$ cat src/pkg/acr_regs.svh
// Register offsets, field slices, reset values and timing constants
`ifndef ACR_REGS_SVH
`define ACR_REGS_SVH
`define ACR_CLK_MHZ 25
`define ACR_LO_PER_US 10000
`define ACR_HI_PER_US 2500
`define ACR_A_CTRL1 7'h20
`define ACR_A_CTRL2 7'h21
`define ACR_A_CTRL3 7'h22
`define ACR_A_HPRST 7'h23
`define ACR_A_STAT 7'h27
`define ACR_A_OUTX 7'h29
`define ACR_A_OUTY 7'h2B
`define ACR_A_WCFG 7'h30
`define ACR_A_WSRC 7'h31
`define ACR_A_WTHS 7'h32
`define ACR_RST_CTRL1 8'h07
`define ACR_RST_ZERO 8'h00
`define ACR_C1_RATE 7
`define ACR_C1_PWR 6
`define ACR_C1_STP 4
`define ACR_C1_STM 3
`define ACR_C1_AXEN 1:0
`define ACR_C2_SIM 7
`define ACR_C2_BOOT 6
`define ACR_C2_FDS 4
`define ACR_C2_HPW2 3
`define ACR_C2_HPW1 2
`define ACR_C2_CUT 1:0
`define ACR_C3_POL 7
`define ACR_C3_OD 6
`define ACR_C3_SRC2 5:3
`define ACR_C3_SRC1 2:0
`define ACR_W_AOI 7
`define ACR_W_LIR 6
`define ACR_W_RES 5:4
`define ACR_W_EN 3:0
`define ACR_SRC_IA 6
`define ACR_TH_MODE 7
`define ACR_TH_VAL 6:0
`define ACR_PS_GND 3'h0
`define ACR_PS_WU1 3'h1
`define ACR_PS_WU2 3'h2
`define ACR_PS_ANY 3'h3
`define ACR_PS_DRDY 3'h4
`define ACR_ST_DELTA 8'h10
`define ACR_HP_BASE 4'h5
`define ACR_TRIM_N 2
`define ACR_TRIM0 8'h03
`define ACR_TRIM1 8'hFD
`endif

$ cat src/pkg/acr_pkg.sv
// Shared types of the accelerometer control and status registers
package acr_pkg;
	typedef enum logic [0:0] {ACR_IDLE, ACR_COPY} acr_boot_e;
	typedef logic [7:0] acr_byte_t;
endpackage

$ cat src/core/accel_control_status_regs.sv
// Control, status, output and wake-up register logic of a two-axis accelerometer
//
// Operation
// - Data rate field picks 100 or 400 Hz
// - Power field zero keeps device powered down
// - Self-test fields shift the measured outputs
// - Y data-ready only while Y enabled
// - X data-ready only while X enabled
// - Wire-mode picks which pad carries read data
// - Reboot copies trims, then clears itself
// - Filtered-output field feeds high-pass data out
// - Unit-one enable feeds filtered data to unit one; the unit-two enable is not used
// - Cut-off code sets high-pass corner frequency
// - Polarity field selects active high or low
// - Drive-type field selects push-pull or open drain
// - Reading filter-reset register loads filter state with the current sample
// - New-data flags per axis and combined
// - Overrun flags when unread sample replaced
// - Unit one combines events by OR or AND
// - Latch field holds request until source read
// - Four enables for above and below threshold
// - Source read clears register and its interrupt
// - Threshold holds seven bits plus counter mode
`timescale 1ns/1ns
`include "acr_regs.svh"
module accel_control_status_regs #(
	parameter int LO_DIV = `ACR_LO_PER_US * `ACR_CLK_MHZ,
	parameter int HI_DIV = `ACR_HI_PER_US * `ACR_CLK_MHZ
) (
	// Clock and reset
	input wire logic mclk,
	input wire logic arst_n,
	// Register port from the serial framer
	input wire logic [6:0] regAddr,
	input wire logic regWrEn,
	input wire logic regRdEn,
	input wire logic [7:0] regWrData,
	output logic [7:0] regRdData,
	// Serial read data to be routed to a pad
	input wire logic serDataOut,
	input wire logic serDrive,
	output logic sdoOut,
	output logic sdoOe,
	output logic sharedOut,
	output logic sharedOe,
	// Converter samples and second wake-up unit
	input wire logic [7:0] rawX,
	input wire logic [7:0] rawY,
	input wire logic wakeTwoIrq,
	// Interrupt pads
	output logic irq1Out,
	output logic irq1Oe,
	output logic irq2Out,
	output logic irq2Oe
);
	// ********************************
	// Declarations
	// ********************************
	localparam logic [7:0] TRIM_ROM [`ACR_TRIM_N] = '{`ACR_TRIM0, `ACR_TRIM1};
	logic [7:0] ctrl1, ctrl2, ctrl3, wakeCfg, wakeThs, next_ctrl1, next_ctrl2;
	logic [7:0] next_ctrl3, next_wakeCfg, next_wakeThs, next_regRdData;
	logic [7:0] cal [`ACR_TRIM_N];
	acr_pkg::acr_boot_e bootState, next_bootState;
	logic [17:0] rateCnt, rateLim;
	logic tick, active, hpClear, rdSrc, anyTick;
	logic [1:0] axEn, tickAx, rdAx, newF, ovrF, next_newF, next_ovrF;
	logic xyNew, xyOvr, next_xyNew, next_xyOvr;
	logic [7:0] raw [2];
	logic [7:0] meas [2];
	logic [7:0] hp [2];
	logic [7:0] outR [2];
	logic [15:0] lp [2];
	logic [3:0] ev, srcEv, next_srcEv;
	logic srcIa, next_srcIa, wakeOne, evHit;

	// Pad level for a source code; codes outside the table drive ground
	function automatic logic padLevel(input logic [2:0] code, input logic w1,
			input logic w2, input logic drdy);
		unique case (code)
			`ACR_PS_WU1: padLevel = w1;
			`ACR_PS_WU2: padLevel = w2;
			`ACR_PS_ANY: padLevel = w1 | w2;
			`ACR_PS_DRDY: padLevel = drdy;
			default: padLevel = 1'b0;
		endcase
	endfunction

	// ********************************
	// Sample rate and power
	// ********************************
	// Rate divider: one enable pulse per output sample
	assign rateLim = ctrl1[`ACR_C1_RATE] ? 18'(HI_DIV - 1) : 18'(LO_DIV - 1);
	assign tick = rateCnt >= rateLim;
	assign active = ctrl1[`ACR_C1_PWR];
	assign axEn = ctrl1[`ACR_C1_AXEN];
	assign tickAx = {2{tick & active}} & axEn;
	assign anyTick = |tickAx;
	assign raw[0] = rawX;
	assign raw[1] = rawY;
	assign hpClear = regRdEn && regAddr == `ACR_A_HPRST;
	assign rdAx = {regRdEn && regAddr == `ACR_A_OUTY, regRdEn && regAddr == `ACR_A_OUTX};
	assign rdSrc = regRdEn && regAddr == `ACR_A_WSRC;

	// Divider follows a rate change through the compare, not a reload
	always_ff @(posedge mclk or negedge arst_n) begin
		if (!arst_n) begin
			rateCnt <= '0;
		end else begin
			rateCnt <= tick ? '0 : rateCnt + 18'h00001;
		end
	end

	// ********************************
	// Per-axis measurement and filter
	// ********************************
	for (genvar i = 0; i < 2; i++) begin : g_axis
		logic [7:0] stAdj;
		logic [15:0] diff, next_lp;
		logic [7:0] next_out;
		// Self test pushes plus and minus in opposite senses
		always_comb begin
			stAdj = 8'h00;
			if (ctrl1[`ACR_C1_STP]) stAdj = stAdj + `ACR_ST_DELTA;
			if (ctrl1[`ACR_C1_STM]) stAdj = stAdj - `ACR_ST_DELTA;
			meas[i] = raw[i] + cal[i] + stAdj;
			diff = {meas[i], 8'h00} - lp[i];
			// Corner scales with the rate, so one shift serves both rates
			next_lp = lp[i] + 16'($signed(diff) >>> (`ACR_HP_BASE + ctrl2[`ACR_C2_CUT]));
			hp[i] = meas[i] - lp[i][15:8];
			next_out = outR[i];
			if (hpClear) begin
				next_lp = {meas[i], 8'h00};
				if (ctrl2[`ACR_C2_FDS]) next_out = 8'h00;
			end else if (tickAx[i]) begin
				next_out = ctrl2[`ACR_C2_FDS] ? hp[i] : meas[i];
			end else if (!(tick & active)) begin
				next_lp = lp[i];
			end
		end
		always_ff @(posedge mclk or negedge arst_n) begin
			if (!arst_n) begin
				lp[i] <= '0;
				outR[i] <= `ACR_RST_ZERO;
			end else begin
				lp[i] <= next_lp;
				outR[i] <= next_out;
			end
		end
	end

	// ********************************
	// Status flags
	// ********************************
	// Set wins over the clear caused by a read in the same cycle
	always_comb begin
		next_newF = tickAx | (newF & ~rdAx);
		next_ovrF = (tickAx & newF) | (ovrF & ~rdAx);
		next_xyNew = anyTick | (xyNew & |(newF & ~rdAx));
		next_xyOvr = (anyTick & xyNew) | (xyOvr & |(ovrF & ~rdAx));
	end
	always_ff @(posedge mclk or negedge arst_n) begin
		if (!arst_n) begin
			newF <= '0;
			ovrF <= '0;
			xyNew <= 1'b0;
			xyOvr <= 1'b0;
		end else begin
			newF <= next_newF;
			ovrF <= next_ovrF;
			xyNew <= next_xyNew;
			xyOvr <= next_xyOvr;
		end
	end

	// ********************************
	// Wake-up unit one
	// ********************************
	// Threshold compare on signed data, nine bits to avoid wrap
	always_comb begin
		logic [7:0] dx, dy;
		logic signed [8:0] th;
		dx = ctrl2[`ACR_C2_HPW1] ? hp[0] : meas[0];
		dy = ctrl2[`ACR_C2_HPW1] ? hp[1] : meas[1];
		th = $signed({2'b00, wakeThs[`ACR_TH_VAL]});
		ev[3] = $signed({dy[7], dy}) > th;
		ev[2] = $signed({dy[7], dy}) < -th;
		ev[1] = $signed({dx[7], dx}) > th;
		ev[0] = $signed({dx[7], dx}) < -th;
		ev = ev & wakeCfg[`ACR_W_EN];
		evHit = wakeCfg[`ACR_W_AOI]
			? (&(ev | ~wakeCfg[`ACR_W_EN])) & (|wakeCfg[`ACR_W_EN])
			: |ev;
		next_srcEv = rdSrc ? 4'h0 : srcEv;
		next_srcIa = rdSrc ? 1'b0 : srcIa;
		if (tick & active) begin
			if (!wakeCfg[`ACR_W_LIR]) begin
				next_srcEv = ev;
				next_srcIa = evHit;
			end else if (!srcIa || rdSrc) begin
				next_srcEv = ev;
				next_srcIa = evHit;
			end
		end
	end
	always_ff @(posedge mclk or negedge arst_n) begin
		if (!arst_n) begin
			srcEv <= '0;
			srcIa <= 1'b0;
		end else begin
			srcEv <= next_srcEv;
			srcIa <= next_srcIa;
		end
	end
	assign wakeOne = srcIa;

	// ********************************
	// Registers, reboot and read port
	// ********************************
	// Writes, and the reboot sequencer that runs at reset and on request
	always_comb begin
		next_ctrl1 = ctrl1;
		next_ctrl2 = ctrl2;
		next_ctrl3 = ctrl3;
		next_wakeCfg = wakeCfg;
		next_wakeThs = wakeThs;
		next_bootState = bootState;
		if (regWrEn) begin
			unique case (regAddr)
				`ACR_A_CTRL1: next_ctrl1 = regWrData;
				`ACR_A_CTRL2: next_ctrl2 = regWrData;
				`ACR_A_CTRL3: next_ctrl3 = regWrData;
				`ACR_A_WCFG: next_wakeCfg = regWrData;
				`ACR_A_WTHS: next_wakeThs = regWrData;
				default: ;
			endcase
		end
		if (regWrEn && regAddr == `ACR_A_CTRL2 && regWrData[`ACR_C2_BOOT]) begin
			next_bootState = acr_pkg::ACR_COPY;
		end else if (bootState == acr_pkg::ACR_COPY) begin
			next_bootState = acr_pkg::ACR_IDLE;
		end
		next_ctrl2[`ACR_C2_BOOT] = 1'b0;
		next_regRdData = regRdData;
		if (regRdEn) begin
			unique case (regAddr)
				`ACR_A_CTRL1: next_regRdData = ctrl1;
				`ACR_A_CTRL2: next_regRdData = ctrl2 | {1'b0, bootState == acr_pkg::ACR_COPY,
					6'h00};
				`ACR_A_CTRL3: next_regRdData = ctrl3;
				`ACR_A_STAT: next_regRdData = {xyOvr, 1'b0, ovrF, xyNew, 1'b0, newF};
				`ACR_A_OUTX: next_regRdData = outR[0];
				`ACR_A_OUTY: next_regRdData = outR[1];
				`ACR_A_WCFG: next_regRdData = wakeCfg;
				`ACR_A_WSRC: next_regRdData = {1'b0, srcIa, 2'b00, srcEv};
				`ACR_A_WTHS: next_regRdData = wakeThs;
				default: next_regRdData = 8'h00;
			endcase
		end
	end
	// Whole trim table is copied in one cycle, so the copy state lasts one cycle
	always_ff @(posedge mclk or negedge arst_n) begin
		if (!arst_n) begin
			ctrl1 <= `ACR_RST_CTRL1;
			ctrl2 <= `ACR_RST_ZERO;
			ctrl3 <= `ACR_RST_ZERO;
			wakeCfg <= `ACR_RST_ZERO;
			wakeThs <= `ACR_RST_ZERO;
			bootState <= acr_pkg::ACR_COPY;
			regRdData <= `ACR_RST_ZERO;
			cal <= '{default: `ACR_RST_ZERO};
		end else begin
			ctrl1 <= next_ctrl1;
			ctrl2 <= next_ctrl2;
			ctrl3 <= next_ctrl3;
			wakeCfg <= next_wakeCfg;
			wakeThs <= next_wakeThs;
			bootState <= next_bootState;
			regRdData <= next_regRdData;
			if (bootState == acr_pkg::ACR_COPY) cal <= TRIM_ROM;
		end
	end

	// ********************************
	// Pads
	// ********************************
	// Registered pad drivers; open drain only drives the asserted level
	always_ff @(posedge mclk or negedge arst_n) begin
		if (!arst_n) begin
			sdoOut <= 1'b0;
			sdoOe <= 1'b0;
			sharedOut <= 1'b0;
			sharedOe <= 1'b0;
			irq1Out <= 1'b0;
			irq1Oe <= 1'b0;
			irq2Out <= 1'b0;
			irq2Oe <= 1'b0;
		end else begin
			sdoOut <= serDataOut;
			sharedOut <= serDataOut;
			sdoOe <= serDrive & ~ctrl2[`ACR_C2_SIM];
			sharedOe <= serDrive & ctrl2[`ACR_C2_SIM];
			irq1Out <= padLevel(ctrl3[`ACR_C3_SRC1], wakeOne, wakeTwoIrq, xyNew)
				^ ctrl3[`ACR_C3_POL];
			irq1Oe <= ~ctrl3[`ACR_C3_OD]
				| padLevel(ctrl3[`ACR_C3_SRC1], wakeOne, wakeTwoIrq, xyNew);
			irq2Out <= padLevel(ctrl3[`ACR_C3_SRC2], wakeOne, wakeTwoIrq, xyNew)
				^ ctrl3[`ACR_C3_POL];
			irq2Oe <= ~ctrl3[`ACR_C3_OD]
				| padLevel(ctrl3[`ACR_C3_SRC2], wakeOne, wakeTwoIrq, xyNew);
		end
	end
endmodule

$ cat config.mk
export PLATFORM = sky130hd
export DESIGN_NAME = accel_control_status_regs
export DESIGN_NICKNAME = d
export VERILOG_FILES = /design/src/pkg/acr_pkg.sv /design/src/core/accel_control_status_regs.sv
export VERILOG_INCLUDE_DIRS = /design/src /design/src/pkg
export SDC_FILE = /design/constraint.sdc
export NUM_CORES = 1
export LEC_CHECK = 0
export ABC_AREA = 1
export BUFFER_PORTS_ARGS = -buffer_cell sky130_fd_sc_hd__buf_2
export CORE_ASPECT_RATIO = 0.9
export CORE_UTILIZATION = 35
export DETAILED_ROUTE_END_ITERATION = 8
export GPL_TIMING_DRIVEN = 1
export SKIP_CTS_REPAIR_TIMING = 1
export SYNTH_ARGS = -nofsm -noshare
export SYNTH_HDL_FRONTEND = slang
export SYNTH_SLANG_ARGS = --single-unit
$ cat constraint.sdc
create_clock -name mclk -period 8.3 [get_ports mclk]
set_input_delay 0.415 -clock mclk [delete_from_list [all_inputs] [get_ports mclk]]
set_output_delay 0.415 -clock mclk [all_outputs]
set_load 0.005 [all_outputs]
==> results of run 1 <==
-- state kept, by name (all words and copies together) (netlist names), 2 cells and up --
| signal | cells |
|---|---|
| regRdData | 8 |
| wakeThs | 8 |
| ctrl3 | 8 |
| ovrF | 2 |
| ctrl2 | 7 |
| newF | 2 |
| outR | 16 |
| rateCnt | 18 |
| wakeCfg | 8 |
| ctrl1 | 8 |
| srcEv | 4 |
| lp | 32 |
-- power breakdown --
part	total, W	internal, W	leakage, nW	switching [W]
combinational	0.00156	0.000577	4.30	0.000979
sequential	0.000756	0.000701	1.57	0.0000549
clock	0.000781	0.000447	0.272	0.000334
total	0.00309	0.00172	6.14	0.00137
-- layout make-up --
cell class              instances  area [um2]
fillers                      3396       19290
multi-input cells            1179        6952
flip-flops and latches        133        3333
inverters                     222       833.3
well taps                     416       520.5
clock buffers                  19       432.9
repair buffers                 56       294.0
clock inverters                13       150.1
-- stage by stage --
stage                     hold slack [ns]    util  setup WS [ns]
after detailed placement           0.4722  0.3752          2.490
final                            -0.04756  0.3935          2.482
after CTS                     -0.00002942  0.3935          2.466
after global placement             0.4544  0.3752          2.603
after global routing              0.01134  0.3935          1.961
after floorplan                    0.1194       -          3.363
-- layout by cell type (no fill, tap or decap), drive strengths merged, types with 16 or more instances in the layout --
cell type and n:
ha 100, a21oi 96, nand4 16, inv 225, xor2 45, clkbuf 19
buf 56, o22ai 29, nand2 369, nor3 30, nand3 103, nor2 110
o21ai 156, dfrtp 129
-- worst paths after layout --
path / from / end / slack [ns] / cells past startpoint
worst max-delay path: ctrl1[3] / lp[14] / 2.48 / 32
worst min-delay path: arst_n / rateCnt[10] / -0.05 / 1
worst max register to register: ctrl1[3] / lp[14] / 2.48 / 32
worst min register to register: rateCnt[0] / rateCnt[0] / 0.48 / 1
max in group asynchronous: arst_n / xyNew / 6.97 / 2
min in group mclk: serDataOut / sharedOut / 0.08 / 1
-- metal layers --
layer	wire length, um	track usage	up-vias
met5	0	0	-
met4	408	0.05003	0
met3	1458	0.02456	32
met2	15350	0.3351	276
met1	17420	0.3160	5146
li1	-	-	5356
-- kinds of logic after synthesis --
logic type / after synthesis / synth area share
AOI/OAI and AO/OA: 355 / 0.1829
xor gates and xnor gates: 60 / 0.04720
adders and majority gates: 108 / 0.1250
buffers and inverters: 259 / 0.08930
DFF: 133 / 0.2951
muxes: 1 / 0.0008864
and+or+nand+nor: 655 / 0.2596
-- worst max-delay path: cells and delay by family (launching register included) --
family	cells	cell delay, ns
and+or+nand+nor	16	1.59
buffers and inverters	2	0.20
AOI/OAI and AO/OA	8	1.42
xor gates and xnor gates	1	0.24
DFF	1	0.40
adders and majority gates	5	1.87
==> metrics.yaml, run 1 <==
run_status:
  status: "complete, but fails checks"
  violations: "hold timing"
sta:
  holdWs_ns: -0.04756
  relSlewSlack: 0.3222
  period_share: 0.7010
  setup_tns_ns: 0
  final-setup-viol-count: 0
  fin_crit_ns: 5.818
  drv_slew: 0
  max_slew.worst_pin.slew_ns: 1.017
  fmax_mhz: 171.9
  skew_ns: 0.01448
  finalHoldViolCount: 31
  rsz0062_at_grt: "false"
setup_path:
  crit_fanout: 5
  critical-path-max-stage-delay_ns: 0.47
  required_ns: 8.65
  crit_top_cell: "nand2_1"
  cp-start-kind: "flip-flop"
  critPathCaptureType: "flip-flop"
  crit_type: "flip-flop to flip-flop"
  slowest_stage: "o21ai_0"
  worstPathArrival_ns: 6.17
routing:
  routed_via_density: 5.304
  finalWirelength_um: 34630
  vias: 10810
  wl_per_cell_um: 16.99
  dr.pass1.iters: 6
  ant_nets: 0
  drt_iter0_markers: 937
  drc: 0
synthesis:
  synthTopCellsByArea: "dfrtp_1 29%, nand2_1 12%, ha_1 11%"
  netlist_top_cells_count: "360 x nand2_1, 217 x inv_1, 147 x o21ai_0"
  yosysMostFrequentCell: "nand2_1"
  ys.flop_type: "dfrtp_1"
  ys_seq_area_frac: 0.2951
  async_reset_ff_frac: 1.000
  synth_area_um2: 11290
  synthDistinctLibCells: 64
  synth_top_area_share: 0.2858
  syn_nets: 1717
  ys_seq_elements: 133
  synth_cells: 1571
  synth_area_leader_cell: "dfrtp_1"
  yosysWarnings: 0
  synth_edf_count: 0
  postSynthAreaPerCell_um2: 7.189
floorplan:
  fp.dieH_um: 172.4
  core_area_um2: 31810
  ioPinCount: 54
  num_rows: 62
  die_x_um: 191.3
  fp.dieArea_um2: 32990
  initial_utilization: 0.3551
final_layout:
  drive_gt1_frac: 0.08816
  fin_cells: 2038
  antenna_cells: 0
  areaGrowthSynthToFinish_pct: 10.82
  final_area_um2: 12520
  fin_nets: 1755
placed_design:
  io_buffers: 53
  dp_hpwl_um: 26990
  routabilityCongestion: 0.9321
  dp.cells: 2006
  dpl-instance-area_um2: 11930
grt:
  grt_pass1_vias: 9952
  antenna_found_initial: 0
  grt-ovfl-total: 0
  grt_usage: 0.2153
  grt_max_degree: 71
  grt_pass1_wl_um: 54940
min_path:
  hold_path_class: "input pin to asynchronous set/reset pin"
pwr:
  powerDensity_nw_per_um2: 247.1
  leakage_nw: 6.143
  total_power_w: 0.003092
  vdd_drop_max_v: 0.0001503
cts:
  cts_root_buf: "clkbuf_16"
  insertion_delay_ns: 0.44
  cts_made_buffers: 17
  cts.sinks: 133
  path_clk_slew_ns: 0.07
  cts_tree: "yes"
  clockBufferDepth: 2
  htreeDepth: 4
flow_run:
  cap_violations: 0
Power figures use the tool's default switching activity.
==> run 2, diff against run 1 <==
--- a/config.mk
+++ b/config.mk
@@ -6,7 +6,7 @@
 export SDC_FILE = /design/constraint.sdc
 export NUM_CORES = 1
 export LEC_CHECK = 0
-export ABC_AREA = 1
+export ABC_AREA = 0
 export BUFFER_PORTS_ARGS = -buffer_cell sky130_fd_sc_hd__buf_2
 export CORE_ASPECT_RATIO = 0.9
 export CORE_UTILIZATION = 35
==> constraint.sdc (replaced) <==
create_clock -name mclk -period 6 [get_ports mclk]
set_input_delay 0.3 -clock mclk [delete_from_list [all_inputs] [get_ports mclk]]
set_output_delay 0.3 -clock mclk [all_outputs]
set_load 0.005 [all_outputs]
==> run 2 against run 1 <==
  * The run now ends clean
  * Sequential share of layout area grew 0.099 points
  * Clock skew fell by 0.0048 ns
  * Cell area decreased by 0.37%
  * Register-to-register slack worse by 2.3 ns
  * Maximum frequency is 0.38% higher
  * Via count is 11% lower
  * Critical path depth down 5
  * Synthesized cell count decreased by 20%
  * Total power is 50% higher
  * Clock power increased by 41%
  * Routed wire length down 8.9%
  * Largest power group unchanged
==> metrics.yaml, run 2 <==
synthesis:
  async_reset_ff_frac: 1.000  # unchanged
  synthDistinctLibCells: 82  # +28%
  synth_edf_count: 0  # unchanged
  synth_area_leader_cell: "dfrtp_1"
  ys.flop_type: "dfrtp_1"
  netlist_top_cells_count: "129 x dfrtp_1, 124 x nor2_1, 113 x nand2_1"
  synth_cells: 1256  # -20%
  synth_top_area_share: 0.2943  # +0.008444
  ys_seq_area_frac: 0.3039  # +0.008719
  synth_area_um2: 10970  # -2.9%
  yosysWarnings: 0  # unchanged
  yosysMostFrequentCell: "dfrtp_1"
  ys_seq_elements: 133  # unchanged
  synthTopCellsByArea: "dfrtp_1 29%, ha_1 11%, xnor2_1 5.5%"
  postSynthAreaPerCell_um2: 8.733  # +21%
  syn_nets: 1402  # -18%
pwr:
  vdd_drop_max_v: 0.0001541  # +2.5%
  powerDensity_nw_per_um2: 372.8  # +51%
  leakage_nw: 5.532  # -10%
cts:
  path_clk_slew_ns: 0.07  # about the same
  cts_root_buf: "clkbuf_16"
  cts_made_buffers: 17  # unchanged
  htreeDepth: 4  # unchanged
  clockBufferDepth: 2  # unchanged
  insertion_delay_ns: 0.43  # about the same
  cts.sinks: 133  # unchanged
  cts_tree: "yes"
floorplan:
  fp.dieH_um: 170.0  # -1.4%
  ioPinCount: 54  # unchanged
  num_rows: 61  # -1.6%
  die_x_um: 188.6  # -1.4%
  core_area_um2: 30830  # -3.1%
  fp.dieArea_um2: 32050  # -2.8%
  initial_utilization: 0.3557  # +0.0006711
grt:
  grt_pass1_vias: 9193  # -7.6%
  grt_pass1_wl_um: 50810  # -7.5%
  antenna_found_initial: 1  # +1
  grt-ovfl-total: 0  # unchanged
  grt_max_degree: 71  # unchanged
  grt_usage: 0.1996  # -0.01571
placed_design:
  dp_hpwl_um: 23480  # -13%
  dpl-instance-area_um2: 11740  # -1.6%
  io_buffers: 53  # unchanged
  routabilityCongestion: 0.8872  # -4.8%
sta:
  finalHoldViolCount: 0  # -100%
  skew_ns: 0.009710  # -0.004772 ns
  drv_slew: 0  # unchanged
  max_slew.worst_pin.slew_ns: 1.285  # +0.2681 ns
  holdWs_ns: 0.1005  # +0.1481 ns
  fin_crit_ns: 5.796  # -0.02218 ns
  final-setup-viol-count: 0  # unchanged
  fmax_mhz: 172.5  # +0.38%
  period_share: 0.9660  # +0.2650
  relSlewSlack: 0.1369  # -0.1853
  rsz0062_at_grt: "true"
setup_path:
  r2r_cells: 27  # -16%
  r2r-start: "ctrl1[4]"
  critPathLaunch: "ctrl1[4]"
  cp-start-kind: "flip-flop"
  worstPathArrival_ns: 6.08  # -0.09 ns
  required_ns: 6.28  # -2.37 ns
  critPathCapture: "lp[31]"
  r2r_slack_ns: 0.20  # -2.28 ns
  crit_fanout: 5  # unchanged
  crit_type: "flip-flop to flip-flop"
  crit-reg2reg-capture: "lp[31]"
  critPathCaptureType: "flip-flop"
final_layout:
  layout_commonest_cell: "dfrtp_1"
  final_area_um2: 12470  # -0.37%
  layout_common_cells: "129 x dfrtp_1, 123 x nor2_1, 113 x nand2_1"
  top_regs: "lp: 32 flops, rateCnt: 18 flops, outR: 16 flops"
  drive_gt1_frac: 0.1563  # +0.06818
  areaGrowthSynthToFinish_pct: 13.68
  n_fill_cell: 3108  # -8.5%
  largest_reg_flops: 32  # unchanged
  fin_nets: 1457  # -17%
  antenna_cells: 0  # unchanged
  top_register: "lp"
routing:
  ant_nets: 0  # unchanged
  vias: 9642  # -11%
  routed_via_density: 5.564  # +4.9%
  drt_iter0_markers: 823  # -12%
  finalWirelength_um: 31550  # -8.9%
  drc: 0  # unchanged
  wl_per_cell_um: 18.21  # +7.2%
  dr.pass1.iters: 5  # -1
flow_run:
  cap_violations: 0  # unchanged
min_path:
  hold_path_class: "input pin to flip-flop"
run_status:
  status: "finished clean"
run 2: cell types whose count changed after synthesis, moves of 17 or more:
cell     delta
inv_1     -164
nand2_1   -247
mux2_2     +52
xnor2_1    +55
nand3_1    -66
nor2_1     +25
nor2b_1    +17
o21ai_0    -76
run 2: worst min path at each step:
stage                     slack [ns]     start         to  depth (start not counted)
after floorplan                0.004    arst_n     cal[0]                          0
after global placement          0.39    arst_n  sharedOut                          1
after detailed placement        0.39    arst_n  sharedOut                          1
after CTS                      -0.06    arst_n  sharedOut                          1
after global routing            0.09  serDrive   sharedOe                          2
final                           0.10  serDrive      sdoOe                          2
run 2: stage by stage:
stage	std cells	TNS [ns]	util	total power [W]	setup WS [ns]
finish	1733	0	0.4044	0.004649	0.2041
global route	1733	-0.2246	0.4044	0.005009	-0.1237
CTS	1726	0	0.4001	0.004536	0.1389
detailed placement	1694	0	0.3806	0.003423	0.1473
global placement	1694	0	0.3806	0.003397	0.2707
floorplan	1256	0	-	0.002873	0.4076
run 2: cells by family (layout without fill, tap and decap cells):
logic type      count (synthesis)  in the layout  synth area share
mux                            65             65           0.06639
fa+ha+maj                     108            108            0.1287
buf+inv                       101            169           0.03593
xor+xnor                      101            101           0.08429
flops                         133            133            0.3039
compound gates                366            366            0.2182
simple gates                  382            382            0.1627
run 2: worst max-delay path, cell delays in order (launching register included):
cell and delay (ns):
dfrtp_1 0.37, inv_1 0.05, ha_1 0.27, inv_1 0.11, ha_1 0.35, nand3_1 0.09
o21ba_1 0.21, xnor2_2 0.18, ha_2 0.35, and3_1 0.20, or2_2 0.28, a21o_1 0.21
o41ai_4 0.05, buf_4 0.21, xnor2_4 0.09, buf_4 0.16, nand2_1 0.07, a21bo_1 0.19
mux2_2 0.27, ha_1 0.33, o21ai_0 0.12, or4b_2 0.69, a31oi_2 0.20, a31oi_1 0.13
xor2_1 0.16, nor2_2 0.10, xnor2_1 0.12, mux2i_1 0.08
run 2: per-layer routing:
metal,global-route usage,part of all wire,vias to the layer above
met1,0.2889,0.49,4696
met2,0.3122,0.45,242
li1,-,-,4672
met3,0.02908,0.043,30
met4,0.04453,0.013,2
met5,0,0.00054,-
run 2: report_power, final:
part | internal, W | switching [W] | leakage (nW)
clock | 0.000621 | 0.000477 | 0.294
combinational | 0.00111 | 0.00140 | 3.66
sequential | 0.000958 | 0.0000832 | 1.58
total | 0.00269 | 0.00196 | 5.53
run 2: area by class of cell:
| cell class | count | area (um2) | area share |
|---|---|---|---|
| clock buffers | 20 | 466.7 | 0.03743 |
| clock inverters | 12 | 132.6 | 0.01064 |
| inverters | 54 | 202.7 | 0.01626 |
| multi-input cells | 1022 | 7321 | 0.5871 |
| flip-flops and latches | 133 | 3333 | 0.2673 |
| well taps | 409 | 511.7 | 0.04104 |
| repair buffers | 83 | 501.7 | 0.04024 |
==> run 3, diff against run 2 <==
--- a/config.mk
+++ b/config.mk
@@ -10,9 +10,12 @@
 export BUFFER_PORTS_ARGS = -buffer_cell sky130_fd_sc_hd__buf_2
 export CORE_ASPECT_RATIO = 0.9
 export CORE_UTILIZATION = 35
+export CTS_BUF_LIST = sky130_fd_sc_hd__clkbuf_16
 export DETAILED_ROUTE_END_ITERATION = 8
 export GPL_TIMING_DRIVEN = 1
+export PLACE_DENSITY = 0.58
 export SKIP_CTS_REPAIR_TIMING = 1
+export SLEW_MARGIN = 20
 export SYNTH_ARGS = -nofsm -noshare
 export SYNTH_HDL_FRONTEND = slang
 export SYNTH_SLANG_ARGS = --single-unit
==> run 3 against run 2 <==
  * Worst setup slack improved by 0.090 ns
  * Flip-flop and latch count is the same
  * Worst hold slack got worse by 0.0098 ns
  * Critical path depth down 3
  * Utilization increased by 0.12 points
  * Sequential share of layout area down 0.077 points
  * First-iteration DRC count is 0.61% lower
  * Total power increased by 0.25%
  * Register-to-register slack improved by 0.09 ns
  * Final cell count up 0.29%
  * Global-route usage rose by 0.15 points
==> metrics.yaml, run 3 (synthesis results as in run 2) <==
setup_path:
  crit_type: "flip-flop to flip-flop"
  r2r_cells: 24  # -11%
  critPathLaunch: "cal[0]"
  r2r-start: "cal[0]"
  required_ns: 6.33  # +0.05 ns
  crit-reg2reg-capture: "lp[14]"
  r2r_slack_ns: 0.29  # +0.09 ns
  cp-start-kind: "flip-flop"
  crit_fanout: 10  # +5
  worstPathArrival_ns: 6.03  # -0.05 ns
  critPathCaptureType: "flip-flop"
routing:
  ant_nets: 0  # unchanged
  vias: 9726  # +0.87%
  drc: 0  # unchanged
  routed_via_density: 5.596  # +0.58%
  dr.pass1.iters: 6  # +1
  finalWirelength_um: 32080  # +1.7%
  drt_iter0_markers: 818  # -0.61%
  wl_per_cell_um: 18.46  # +1.4%
cts:
  insertion_delay_ns: 0.44  # about the same
  clockBufferDepth: 2  # unchanged
  cts_tree: "yes"
  path_clk_slew_ns: 0.08  # about the same
  cts_root_buf: "clkbuf_16"
  htreeDepth: 4  # unchanged
  cts.sinks: 133  # unchanged
  cts_made_buffers: 17  # unchanged
floorplan:
  fp.dieH_um: 170.0  # unchanged
  core_area_um2: 30830  # unchanged
  die_x_um: 188.6  # unchanged
  initial_utilization: 0.3557  # unchanged
  num_rows: 61  # unchanged
  fp.dieArea_um2: 32050  # unchanged
  ioPinCount: 54  # unchanged
sta:
  max_slew.worst_pin.slew_ns: 1.083  # -0.2022 ns
  relSlewSlack: 0.2727  # +0.1358
  period_share: 0.9509  # -0.01507
  final-setup-viol-count: 0  # unchanged
  rsz0062_at_grt: "false"
  drv_slew: 0  # unchanged
  fin_crit_ns: 5.705  # -0.09040 ns
  finalHoldViolCount: 0  # unchanged
  setup_tns_ns: 0  # unchanged
  fmax_mhz: 175.3  # +1.6%
  skew_ns: 0.01851  # +0.008803 ns
placed_design:
  routabilityCongestion: 0.8972  # +1.1%
  dp_hpwl_um: 23590  # +0.50%
  io_buffers: 53  # unchanged
pwr:
  vdd_drop_max_v: 0.0002084  # +35%
  sw_frac_of_total: 0.4225  # +0.0009984
  power_frac_comb: 0.540  # about the same
  powerDensity_nw_per_um2: 372.7  # about the same
  p_clk_frac: 0.237  # about the same
  leakage_nw: 5.532  # about the same
  p_sw_w: 0.001969  # +0.48%
  p_seq_frac: 0.224  # about the same
  p_int_w: 0.002691  # about the same
grt:
  antenna_found_initial: 3  # +2
  grt_pass1_vias: 9200  # +0.076%
  grt_usage: 0.2012  # +0.001546
  grt_pass1_wl_um: 50730  # -0.16%
  grt-ovfl-total: 0  # unchanged
  grt_max_degree: 84  # +18%
final_layout:
  largest_reg_flops: 32  # unchanged
  final_util: 0.4056  # +0.001176
  top_register: "lp"
  layout_common_cells: "129 x dfrtp_1, 123 x nor2_1, 113 x nand2_1"
  top_regs: "lp: 32 flops, rateCnt: 18 flops, outR: 16 flops"
  fin_nets: 1460  # +0.21%
  drive_gt1_frac: 0.1620  # +0.005675
  areaGrowthSynthToFinish_pct: 14.01
  layout_commonest_cell: "dfrtp_1"
min_path:
  worstHoldEndpoint: "sharedOe"
  worstHoldPathCells: 2  # unchanged
  hold_path_class: "input pin to flip-flop"
  hold_start: "serDrive"
run_status:
  status: "finished clean"
flow_run:
  cap_violations: 0  # unchanged
## run 3: cell count changes in the layout (fill, tap and decap cells not counted), moves of 3 or more
cell / delta
clkinv_4: -3
buf_4: +3
inv_8: +4
clkbuf_8: -3
ha_1: -4
ha_2: +4
## run 3: cell type report
| cell class | count | area (um2) |
|---|---|---|
| inverter | 54 | 202.7 |
| antenna | 2 | 5.005 |
| fill | 3106 | 18330 |
| timing repair buffer | 86 | 524.3 |
| multi-input combinational | 1022 | 7322 |
| clock inverter | 15 | 181.4 |
| sequential | 133 | 3333 |
| clock buffer | 17 | 425.4 |
| tap | 409 | 511.7 |
## run 3: power groups by stage
| stage | clock network [W] | logic [W] | registers (W) |
|---|---|---|---|
| CTS | 0.00112 | 0.00241 | 0.00104 |
| detailed placement | 0 | 0.00239 | 0.00106 |
| floorplan | 0 | 0.00185 | 0.00102 |
| global placement | 0 | 0.00237 | 0.00105 |
| global route | 0.00115 | 0.00281 | 0.00105 |
| finish | 0.00110 | 0.00252 | 0.00104 |
## run 3: metal layers
| layer | part of all wire | track usage | vias to the layer above |
|---|---|---|---|
| met1 | 0.48 | 0.2903 | 4696 |
| met4 | 0.016 | 0.04944 | 4 |
| met3 | 0.058 | 0.03588 | 38 |
| met5 | 0.00084 | 0 | - |
| li1 | - | - | 4705 |
| met2 | 0.45 | 0.3085 | 283 |
## run 3: worst max path at each step
stage / depth (start not counted) / endpoint / slack, ns
after floorplan: 22 / lp[31] / 0.41
after global placement: 25 / lp[15] / 0.29
after detailed placement: 24 / lp[31] / 0.18
after CTS: 24 / lp[15] / 0.14
after global routing: 25 / lp[15] / 0.001
final: 24 / lp[14] / 0.29
## run 3: through the flow
stage	area, um2	hold WS [ns]	setup WS, ns	instances	total power, W
2_1_floorplan	10970	0.004409	0.4076	1256	0.002873
3_3_place_gp	11740	0.4075	0.2879	1695	0.003428
3_5_place_dp	11740	0.4148	0.1778	1695	0.003448
4_1_cts	12350	-0.03605	0.1357	1727	0.004568
5_1_grt	12500	0.09037	0.001216	1736	0.005015
6_report	12510	0.09072	0.2945	1738	0.004661
## run 3: worst max-delay path, stage by stage (launching register included)
cell and delay, ns:
dfrtp_1 0.38, buf_4 0.20, ha_1 0.21, ha_1 0.22
ha_1 0.38, ha_1 0.33, and2_1 0.19, nand2_1 0.09
o21ai_1 0.47, a21oi_2 0.19, o21bai_1 0.22, o21ai_0 0.11
a21oi_1 0.30, a21oi_1 0.15, o21ai_0 0.26, ha_1 0.32
nor2b_1 0.16, o31a_1 0.27, o211ai_1 0.18, nand2_1 0.12
a211oi_1 0.32, o31ai_1 0.15, xor2_1 0.16, a21oi_1 0.15
nor2_1 0.06
